$ cat src/core/bbse_pkg.sv
/*
 Constants and types for the branch and bit-set execution block.
 Assumes a four-phase instruction cycle driven by the surrounding core.
*/
// Functional notes
// - Not-zero branch loads PC+2+2n when the zero flag is clear.
// - Not-zero branch takes one cycle untaken, two taken; extra cycle idles.
// - Branch target is advanced PC plus twice the signed offset.
// - Unconditional branch has top five bits 11010 and an 11-bit signed offset.
// - Unconditional branch always loads target and takes two cycles.
// - Bit-set forces bit b of register f to one, others unchanged.
// - Bit-set decodes 1000, three bit bits, access bit, 8-bit address.
// - Access bit 0 selects the access bank, ignoring the bank select register.
// - Access bit 1 combines address with bank select register bank.
// - Bit-set completes in one cycle: decode, read, modify, write back.
package bbse_pkg;
   localparam int PC_W = 21;
   localparam int DADDR_W = 12;
   localparam logic [7:0] BNZ_TOP = 8'hE1;
   localparam logic [4:0] BRA_TOP = 5'h1A;
   localparam logic [3:0] BSF_TOP = 4'h8;
   localparam logic [PC_W-1:0] PC_STEP = 21'h000002;
   localparam logic [PC_W-1:0] PC_RST = 21'h000000;
   localparam logic [7:0] ACCESS_SPLIT = 8'h80;
   localparam logic [3:0] ACCESS_HI_BANK = 4'hF;
   localparam logic [1:0] Q_RST = 2'h0;

   typedef enum logic [1:0] {
      BBSE_OP_NONE,
      BBSE_OP_BNZ,
      BBSE_OP_BRA,
      BBSE_OP_BSF
   } bbse_op_t;

   typedef enum {
      BBSE_ST_EXEC,
      BBSE_ST_NOP
   } bbse_state_t;
endpackage : bbse_pkg

$ cat src/core/bbse_mem_if.sv
/*
 Data-memory access bundle between the decoder and the register file.
 Assumes one read and one write port, same clock.
*/
`timescale 1ns/1ps
interface bbse_mem_if #(
   parameter int AW = 12
);
   logic rd_en;
   logic wr_en;
   logic [AW-1:0] addr;
   logic [7:0] wdata;
   logic [7:0] rdata;
   modport master (output rd_en, output wr_en, output addr, output wdata, input rdata);
   modport slave (input rd_en, input wr_en, input addr, input wdata, output rdata);
endinterface : bbse_mem_if

$ cat src/core/bbse_ram.sv
/*
 Small data memory with registered read data.
 Assumes synchronous access within one instruction cycle.
*/
`timescale 1ns/1ps
module bbse_ram #(
   parameter int AW = 12
) (
   input wire logic core_clk_in,
   bbse_mem_if.slave mem
);
   logic [7:0] mem_ff [0:(1<<AW)-1];
   logic [7:0] rdata_ff;

   if (AW < 8 || AW > 16) begin : g_bad_aw
      $error("bbse_ram: AW out of range");
   end

   always_ff @(posedge core_clk_in) begin
      if (mem.wr_en) begin
         mem_ff[mem.addr] <= mem.wdata;
      end
   end

   always_ff @(posedge core_clk_in) begin
      if (mem.rd_en) begin
         rdata_ff <= mem_ff[mem.addr];
      end
   end

   assign mem.rdata = rdata_ff;
endmodule : bbse_ram

$ cat src/core/bbse_seq.sv
/*
 Phase sequencer: free-running Q1..Q4 counter.
 Assumes one core clock per phase.
*/
`timescale 1ns/1ps
module bbse_seq (
   input wire logic core_clk_in,
   input wire logic rst_in,
   output logic [1:0] q_out,
   output logic q4_out
);
   logic [1:0] q_ff;

   always_ff @(posedge core_clk_in or posedge rst_in) begin
      if (rst_in) begin
         q_ff <= bbse_pkg::Q_RST;
      end else begin
         q_ff <= q_ff + 2'h1;
      end
   end

   assign q_out = q_ff;
   assign q4_out = (q_ff == 2'h3);
endmodule : bbse_seq

$ cat src/core/bbse_top.sv
/*
 Decode and execution of not-zero branch, unconditional branch and bit-set.
 One instruction cycle is four clocks, phases Q1..Q4, counted by a free-running
 sequencer that starts at Q1 when reset is released.
 Branches: the offset is read in Q2, the target is formed in Q3, and
 pc_load_out pulses for one clock after the end of Q4 when the branch is taken.
 A taken branch then idles for one whole instruction cycle, during which new
 requests are refused and busy_out stays high.
 Bit-set: the addressed byte of the internal data memory is read in Q2, the bit
 is set in Q3 and the byte is written back at the end of Q4.
 No status flag is produced here; only the PC or the addressed byte changes.
 Assumes the core presents an instruction at Q1 of each instruction cycle,
 holds it while instr_req_in is sampled, and advances the PC by 2 per fetch.
 Assumes pc_in is the address of the offered instruction, and that the core
 takes pc_next_out into its PC whenever pc_load_out is high.
 Assumes the zero flag and bank select presented with the instruction are final.
 Assumes no other master writes the internal data memory.
*/
`timescale 1ns/1ps
module bbse_top #(
   parameter int PC_W = bbse_pkg::PC_W,
   parameter int DADDR_W = bbse_pkg::DADDR_W
) (
   input wire logic core_clk_in,
   input wire logic rst_in,
   input wire logic instr_req_in,
   input wire logic [15:0] instr_in,
   input wire logic [PC_W-1:0] pc_in,
   input wire logic zero_flag_in,
   input wire logic [3:0] bank_select_register_in,
   output logic instr_ack_out,
   output logic busy_out,
   output logic pc_load_out,
   output logic [PC_W-1:0] pc_next_out,
   output logic [1:0] phase_out,
   output logic unknown_op_out
);
   // ==========================================================
   // Elaboration checks
   // ==========================================================
   if (PC_W != bbse_pkg::PC_W) begin : g_bad_pc_w
      $error("bbse_top: PC_W must match package");
   end
   if (DADDR_W != bbse_pkg::DADDR_W) begin : g_bad_daddr_w
      $error("bbse_top: DADDR_W must be 12");
   end

   // ==========================================================
   // Phase sequencer and memory
   // ==========================================================
   logic [1:0] q;
   logic q4;

   bbse_seq u_seq (
      .core_clk_in(core_clk_in),
      .rst_in(rst_in),
      .q_out(q),
      .q4_out(q4)
   );

   // ==========================================================
   // Phase strobes
   // ==========================================================
   logic ph_decode;
   logic ph_read;
   logic ph_process;
   logic ph_write;
   assign ph_decode = (q == 2'h0);
   assign ph_read = (q == 2'h1);
   assign ph_process = (q == 2'h2);
   assign ph_write = q4;

   bbse_mem_if #(.AW(DADDR_W)) mem ();

   bbse_ram #(.AW(DADDR_W)) u_ram (
      .core_clk_in(core_clk_in),
      .mem(mem)
   );

   // ==========================================================
   // Decode helpers
   // ==========================================================
   function automatic bbse_pkg::bbse_op_t decode_op(input logic [15:0] ins);
      bbse_pkg::bbse_op_t op;
      op = bbse_pkg::BBSE_OP_NONE;
      if (ins[15:8] == bbse_pkg::BNZ_TOP) begin
         op = bbse_pkg::BBSE_OP_BNZ;
      end else if (ins[15:11] == bbse_pkg::BRA_TOP) begin
         op = bbse_pkg::BBSE_OP_BRA;
      end else if (ins[15:12] == bbse_pkg::BSF_TOP) begin
         op = bbse_pkg::BBSE_OP_BSF;
      end
      return op;
   endfunction : decode_op

   // Advanced PC plus twice the sign-extended offset
   function automatic logic [PC_W-1:0] rel_target(input logic [PC_W-1:0] pc,
                                                   input logic [10:0] n);
      logic [PC_W-1:0] ext;
      ext = {{(PC_W-11){n[10]}}, n};
      return pc + bbse_pkg::PC_STEP + {ext[PC_W-2:0], 1'b0};
   endfunction : rel_target

   // Offset field of either branch, sign-extended to 11 bits
   function automatic logic [10:0] branch_offset(input bbse_pkg::bbse_op_t op,
                                                 input logic [15:0] ins);
      logic [10:0] n;
      n = ins[10:0];
      if (op == bbse_pkg::BBSE_OP_BNZ) begin
         n = {{3{ins[7]}}, ins[7:0]};
      end
      return n;
   endfunction : branch_offset

   function automatic logic branch_taken(input bbse_pkg::bbse_op_t op,
                                         input logic zero);
      return (op == bbse_pkg::BBSE_OP_BRA) ||
             ((op == bbse_pkg::BBSE_OP_BNZ) && !zero);
   endfunction : branch_taken

   function automatic logic [7:0] set_mask(input logic [2:0] b);
      return 8'h01 << b;
   endfunction : set_mask

   // Access bank: low half is bank 0, high half the top bank
   function automatic logic [DADDR_W-1:0] file_addr(input logic a,
                                                     input logic [7:0] f,
                                                     input logic [3:0] bank);
      logic [DADDR_W-1:0] addr;
      addr = {bank, f};
      if (!a) begin
         if (f < bbse_pkg::ACCESS_SPLIT) begin
            addr = {4'h0, f};
         end else begin
            addr = {bbse_pkg::ACCESS_HI_BANK, f};
         end
      end
      return addr;
   endfunction : file_addr

   // ==========================================================
   // Instruction latch at Q1
   // ==========================================================
   bbse_pkg::bbse_state_t state_ff;
   logic [15:0] ir_ff;
   bbse_pkg::bbse_op_t op_ff;
   logic [PC_W-1:0] pc_ff;
   logic zero_ff;
   logic [3:0] bank_ff;
   logic live_ff;
   logic [10:0] offs_ff;
   logic [PC_W-1:0] target_ff;
   logic taken_ff;
   logic [7:0] mod_ff;
   logic pc_load_ff;
   logic [PC_W-1:0] pc_next_ff;
   logic unknown_ff;

   logic take_in;
   assign take_in = instr_req_in && ph_decode && (state_ff == bbse_pkg::BBSE_ST_EXEC);
   assign instr_ack_out = take_in;
   assign busy_out = (state_ff == bbse_pkg::BBSE_ST_NOP) || live_ff;
   assign phase_out = q;

   // Q1: decode
   always_ff @(posedge core_clk_in or posedge rst_in) begin
      if (rst_in) begin
         ir_ff <= 16'h0000;
         op_ff <= bbse_pkg::BBSE_OP_NONE;
      end else if (take_in) begin
         ir_ff <= instr_in;
         op_ff <= decode_op(instr_in);
      end
   end

   // Q1: context sampled with the instruction
   always_ff @(posedge core_clk_in or posedge rst_in) begin
      if (rst_in) begin
         pc_ff <= bbse_pkg::PC_RST;
         zero_ff <= 1'b0;
         bank_ff <= 4'h0;
      end else if (take_in) begin
         pc_ff <= pc_in;
         zero_ff <= zero_flag_in;
         bank_ff <= bank_select_register_in;
      end
   end

   always_ff @(posedge core_clk_in or posedge rst_in) begin
      if (rst_in) begin
         live_ff <= 1'b0;
      end else if (take_in) begin
         live_ff <= 1'b1;
      end else if (q4) begin
         live_ff <= 1'b0;
      end
   end

   always_ff @(posedge core_clk_in or posedge rst_in) begin
      if (rst_in) begin
         unknown_ff <= 1'b0;
      end else if (take_in) begin
         unknown_ff <= (decode_op(instr_in) == bbse_pkg::BBSE_OP_NONE);
      end
   end
   assign unknown_op_out = unknown_ff;

   // ==========================================================
   // Branch path: Q2 read offset, Q3 process, Q4 write PC
   // ==========================================================
   always_ff @(posedge core_clk_in or posedge rst_in) begin
      if (rst_in) begin
         offs_ff <= 11'h000;
      end else if (live_ff && ph_read) begin
         offs_ff <= branch_offset(op_ff, ir_ff);
      end
   end

   always_ff @(posedge core_clk_in or posedge rst_in) begin
      if (rst_in) begin
         target_ff <= bbse_pkg::PC_RST;
      end else if (live_ff && ph_process) begin
         target_ff <= rel_target(pc_ff, offs_ff);
      end
   end

   always_ff @(posedge core_clk_in or posedge rst_in) begin
      if (rst_in) begin
         taken_ff <= 1'b0;
      end else if (live_ff && ph_process) begin
         taken_ff <= branch_taken(op_ff, zero_ff);
      end
   end

   // PC written at Q4 only when taken; one-clock load strobe
   always_ff @(posedge core_clk_in or posedge rst_in) begin
      if (rst_in) begin
         pc_load_ff <= 1'b0;
      end else begin
         pc_load_ff <= live_ff && ph_write && taken_ff;
      end
   end

   always_ff @(posedge core_clk_in or posedge rst_in) begin
      if (rst_in) begin
         pc_next_ff <= bbse_pkg::PC_RST;
      end else if (live_ff && ph_write && taken_ff) begin
         pc_next_ff <= target_ff;
      end
   end
   assign pc_load_out = pc_load_ff;
   assign pc_next_out = pc_next_ff;

   // Taken branch inserts one idle instruction cycle
   always_ff @(posedge core_clk_in or posedge rst_in) begin
      if (rst_in) begin
         state_ff <= bbse_pkg::BBSE_ST_EXEC;
      end else begin
         case (state_ff)
            bbse_pkg::BBSE_ST_EXEC: begin
               if (live_ff && q4 && taken_ff) begin
                  state_ff <= bbse_pkg::BBSE_ST_NOP;
               end
            end
            bbse_pkg::BBSE_ST_NOP: begin
               if (q4) begin
                  state_ff <= bbse_pkg::BBSE_ST_EXEC;
               end
            end
            default: begin
               state_ff <= bbse_pkg::BBSE_ST_EXEC;
            end
         endcase
      end
   end

   // ==========================================================
   // Bit-set path: Q2 read, Q3 modify, Q4 write back
   // ==========================================================
   logic is_bsf;
   logic [DADDR_W-1:0] bsf_addr;
   assign is_bsf = live_ff && (op_ff == bbse_pkg::BBSE_OP_BSF);

   always_comb begin
      bsf_addr = file_addr(ir_ff[8], ir_ff[7:0], bank_ff);
   end

   always_ff @(posedge core_clk_in or posedge rst_in) begin
      if (rst_in) begin
         mod_ff <= 8'h00;
      end else if (is_bsf && ph_process) begin
         mod_ff <= mem.rdata | set_mask(ir_ff[11:9]);
      end
   end

   assign mem.rd_en = is_bsf && ph_read;
   assign mem.wr_en = is_bsf && ph_write;
   assign mem.addr = bsf_addr;
   assign mem.wdata = mod_ff;
   // No status flag outputs exist; only PC or memory changes
endmodule : bbse_top

$ cat config.mk
export PLATFORM = sky130hd
export DESIGN_NAME = bbse_top
export DESIGN_NICKNAME = d
export VERILOG_FILES = /design/src/core/bbse_pkg.sv /design/src/core/bbse_mem_if.sv /design/src/core/bbse_ram.sv /design/src/core/bbse_seq.sv /design/src/core/bbse_top.sv
export SDC_FILE = /design/constraint.sdc
export NUM_CORES = 1
export LEC_CHECK = 0
export BUFFER_PORTS_ARGS = -buffer_cell sky130_fd_sc_hd__buf_2
export CAP_MARGIN = 20
export CORE_ASPECT_RATIO = 1.5
export CORE_MARGIN = 5
export CORE_UTILIZATION = 51
export CTS_CLUSTER_DIAMETER = 150
export DETAILED_ROUTE_END_ITERATION = 6
export PLACE_DENSITY = 0.72
export SYNTH_ARGS = -nofsm -noshare
export SYNTH_HDL_FRONTEND = slang
export SYNTH_SLANG_ARGS = --single-unit
$ cat constraint.sdc
create_clock -name core_clk_in -period 3.3 [get_ports core_clk_in]
set_input_delay 0.165 -clock core_clk_in [delete_from_list [all_inputs] [get_ports core_clk_in]]
set_output_delay 0.165 -clock core_clk_in [all_outputs]
set_load 0.01 [all_outputs]
==> flow_metrics.tcl <==
set metrics [dict create \
    cp_slowest_cell "dfrtp_1" \
    vias 3554 \
    setup_slack_ns 0.5644 \
    combPwrFrac_pct 39.1 \
    design_area_sq_um 5609 \
    dp_hpwl_mm 7.279 \
    num_rows 43 \
    numCtsBuffers 9 \
    drc 0 \
    synthCells 485 \
    cts_root_buf "clkbuf_16" \
    ctsLongestPathBuffers 2 \
    synth_flop_cell "dfrtp_1" \
    finalPower_mw 4.530 \
    maxCapViolCount 0 \
    port_buffers 67 \
    reg2reg_slack_ns 0.56 \
    wl_per_cell_microns 14.14 \
    syn_nets 572 \
    drt_first_iter_violations 184 \
    grt_pass1_vias 3677 \
    gp_congestion 0.8910 \
    swShare_pct 36.31 \
    synthMuxAreaShare_pct 7.368 \
    synth_area_per_cell_sq_um 9.979 \
    p_clk_share_pct 21.3 \
    path_common_cell "ha_1" \
    initial_core_util_pct 52.30 \
    worst_slew_pin_slew_ns 0.8593 \
    dpl_cell_area_sq_um 5318 \
    endpoint_kind "flip-flop" \
    htreeDepth 3 \
    hp-class "input pin to flip-flop" \
    power.density_nw_per_um2 807.7 \
    criticalPathCategory "flip-flop to flip-flop" \
    reg2reg_to "target_ff[20]" \
    setup_viol 0 \
    ys_ff_latch 95 \
    synth-compound-area-share_pct 10.19 \
    post-route-min-period_ns 2.736 \
    post_cts_resized 0 \
    worstSetupStartpointType "flip-flop" \
    slew_headroom_pct 42.36 \
    crit_buf_inv 1 \
    cp.required_ns 3.53 \
    fp.dieH_microns 129.3 \
    place_ws_ns 0.6079 \
    crit_arrival_ns 2.96 \
    fin_worst_skew_ns 0.008369 \
    hold_violations 0 \
    r2r_start "offs_ff[1]" \
    grt_max_degree 39 \
    synthAdderAreaFrac_pct 11.01 \
    io_pins 72 \
    clk_latency_ns 0.34 \
    core_area_sq_um 9254 \
    drt-total-wl_mm 9.488 \
    cp.depth 10 \
    vias_per_cell 5.297 \
    ant_nets 0 \
    netSwitchingPower_mw 1.645 \
    seq_area_frac_synth_pct 49.12 \
    antenna_found_initial 0 \
    ir_drop_v 0.0003883 \
    grt_pass1_wl_mm 16.75 \
    slowest_delay_ns 0.40 \
    area_growth_syn_to_layout_pct 15.90 \
    synth_edf_count 0 \
    startpoint "offs_ff[1]" \
    cp_max_fo 4 \
    min_period_over_period_pct 82.90 \
    yosys_warnings 0 \
    reg2regPathDepth 10 \
    grt.total_usage_pct 18.33 \
    yosysUniqueCellTypes 47 \
    cts_hold_buf 1 \
    cts_tree "yes" \
    hold_depth 3 \
    diodes 0 \
    die_x_microns 89.54 \
    status "complete, no violations" \
    fin_nets 641 \
    p_seq_share_pct 39.6 \
    leakagePower_nw 2.834 \
    drive_above_1_share_pct 23.26 \
    synthesis.area_sq_um 4840 \
    path_cells "ha_1 -> ha_1 -> inv_1 -> fa_1 -> nor2b_1 -> o2111ai_1 -> and4bb_4 -> nor4_2 -> mux2i_1 -> nand2_1" \
    n_fill_cell 813 \
    cts_sinks 95 \
    p_int_mw 2.885 \
    cpLargestDelayFamily "simple AND/OR/NAND/NOR gates" \
    clk_pin_slew_ns 0.07 \
    postCtsSetupBuffers 0 \
    grt-ovfl-total 0 \
    die_area_sq_um 11580 \
    synthSimpleGateAreaFrac_pct 17.76 \
    synth_top_family_by_area "simple AND/OR/NAND/NOR gates" \
    finalSetupTns_ns 0 \
    synth-async-reset-ratio_pct 100.0 \
    drv_slew 0 \
    fmax_mhz 365.5 \
    dr.pass1.iters 4 \
    rsz0062_at_grt "false" \
    critPathCapture "target_ff[20]" \
    hold_slack_ns 0.009467 \
    synth_xor_area_share_pct 1.991 \
]
-- cells by family after synthesis --
group	count (synthesis)
compound gates	80
xor+xnor	11
fa+ha+maj	42
buf+inv	33
flops	95
mux	32
simple gates	192
-- final cells by class --
| type | count | area [sq um] | share of cell area, % |
|---|---|---|---|
| timing repair buffer | 75 | 410.4 | 7.317 |
| clock inverter | 7 | 56.30 | 1.004 |
| multi-input combinational | 357 | 2338 | 41.69 |
| inverter | 16 | 61.31 | 1.093 |
| tap | 112 | 140.1 | 2.498 |
| clock buffer | 9 | 225.2 | 4.015 |
| sequential | 95 | 2377 | 42.38 |
-- power groups by stage --
stage	Sequential [mW]	Combinational [mW]	Clock, mW
final	1.79	1.77	0.965
after global routing	1.84	2.02	1.03
after CTS	1.80	1.79	0.983
after detailed placement	1.82	1.76	0
after global placement	1.79	1.70	0
after floorplan	1.81	1.24	0
-- worst reg2reg max path, delay by kind of cell, from the launching register on --
| kind | cells | cell delay, ns |
|---|---|---|
| DFF | 1 | 0.40 |
| buffers and inverters | 1 | 0.06 |
| and+or+nand+nor | 4 | 0.90 |
| adders and majority gates | 3 | 0.84 |
| muxes | 1 | 0.23 |
| AOI/OAI and AO/OA | 1 | 0.19 |
-- layout by cell type (no fill, tap or decap), types with 5 or more instances in the layout --
| cell | instances |
|---|---|
| ha_1 | 41 |
| o21a_1 | 5 |
| inv_1 | 14 |
| o21ai_0 | 26 |
| a21oi_1 | 22 |
| nand2_1 | 132 |
| xnor2_1 | 8 |
| dfrtp_1 | 95 |
| buf_2 | 67 |
| buf_4 | 6 |
| nor3_1 | 6 |
| mux2_2 | 29 |
| nor2_1 | 10 |
| clkbuf_16 | 9 |
| nand3_1 | 10 |
| and3_1 | 5 |
-- sequential cells by signal, summed over array words and instances (netlist names), 2 cells and up --
signal	flops
target_ff	21
ir_ff	11
op_ff	2
pc_next_out	21
u_seq.q_out	2
pc_ff	21
offs_ff	11
-- Yosys cell counts (2+ instances only) --
master	instances	share of area, %
dfrtp_1	95	49
nor2b_1	4	0.52
and3_1	5	0.65
xnor2_1	8	1.4
nand2b_1	4	0.52
nor2_1	10	0.78
ha_1	41	11
nor3b_1	2	0.31
a211oi_1	2	0.31
or2_2	4	0.52
clkbuf_1	14	1.1
mux2_2	29	6.7
inv_1	15	1.2
nand4_1	2	0.26
nand3_1	10	1.0
o21ai_1	4	0.41
nor3_1	6	0.62
a21oi_1	22	2.3
o31ai_1	2	0.31
o21ai_0	26	2.7
a21o_1	4	0.62
nand3b_1	4	0.62
xor2_1	3	0.54
o211ai_1	4	0.62
o21a_1	5	0.78
mux2i_1	3	0.62
and4_1	2	0.36
nand2_1	132	10
buf_1	3	0.23
o21bai_1	3	0.47
-- how the worst min path moves through the flow --
| stage | slack (ns) | from | endpoint |
|---|---|---|---|
| 6_report | 0.009 | pc_in[0] | pc_ff[0] |
| 3_5_place_dp | 0.24 | rst_in | pc_next_out[3] |
| 2_1_floorplan | 0.27 | instr_in[0] | ir_ff[0] |
| 4_1_cts | 0.001 | pc_in[0] | pc_ff[0] |
| 5_1_grt | 0.008 | pc_in[0] | pc_ff[0] |
| 3_3_place_gp | 0.36 | pc_in[19] | pc_ff[19] |
-- routing by layer --
| metal | routed length (microns) | track usage [%] | part of all wire (%) |
|---|---|---|---|
| met5 | 0 | 0 | 0 |
| met4 | 233 | 8.414 | 2.5 |
| met3 | 338 | 2.226 | 3.6 |
| met2 | 4728 | 30.34 | 50 |
| met1 | 4189 | 23.64 | 44 |
-- through the flow --
stage	utilization [%]	instances
global placement	57.25	653
floorplan	-	485
finish	60.61	671
CTS	60.61	671
global route	60.61	671
detailed placement	57.46	654
Power figures use the tool's default switching activity.
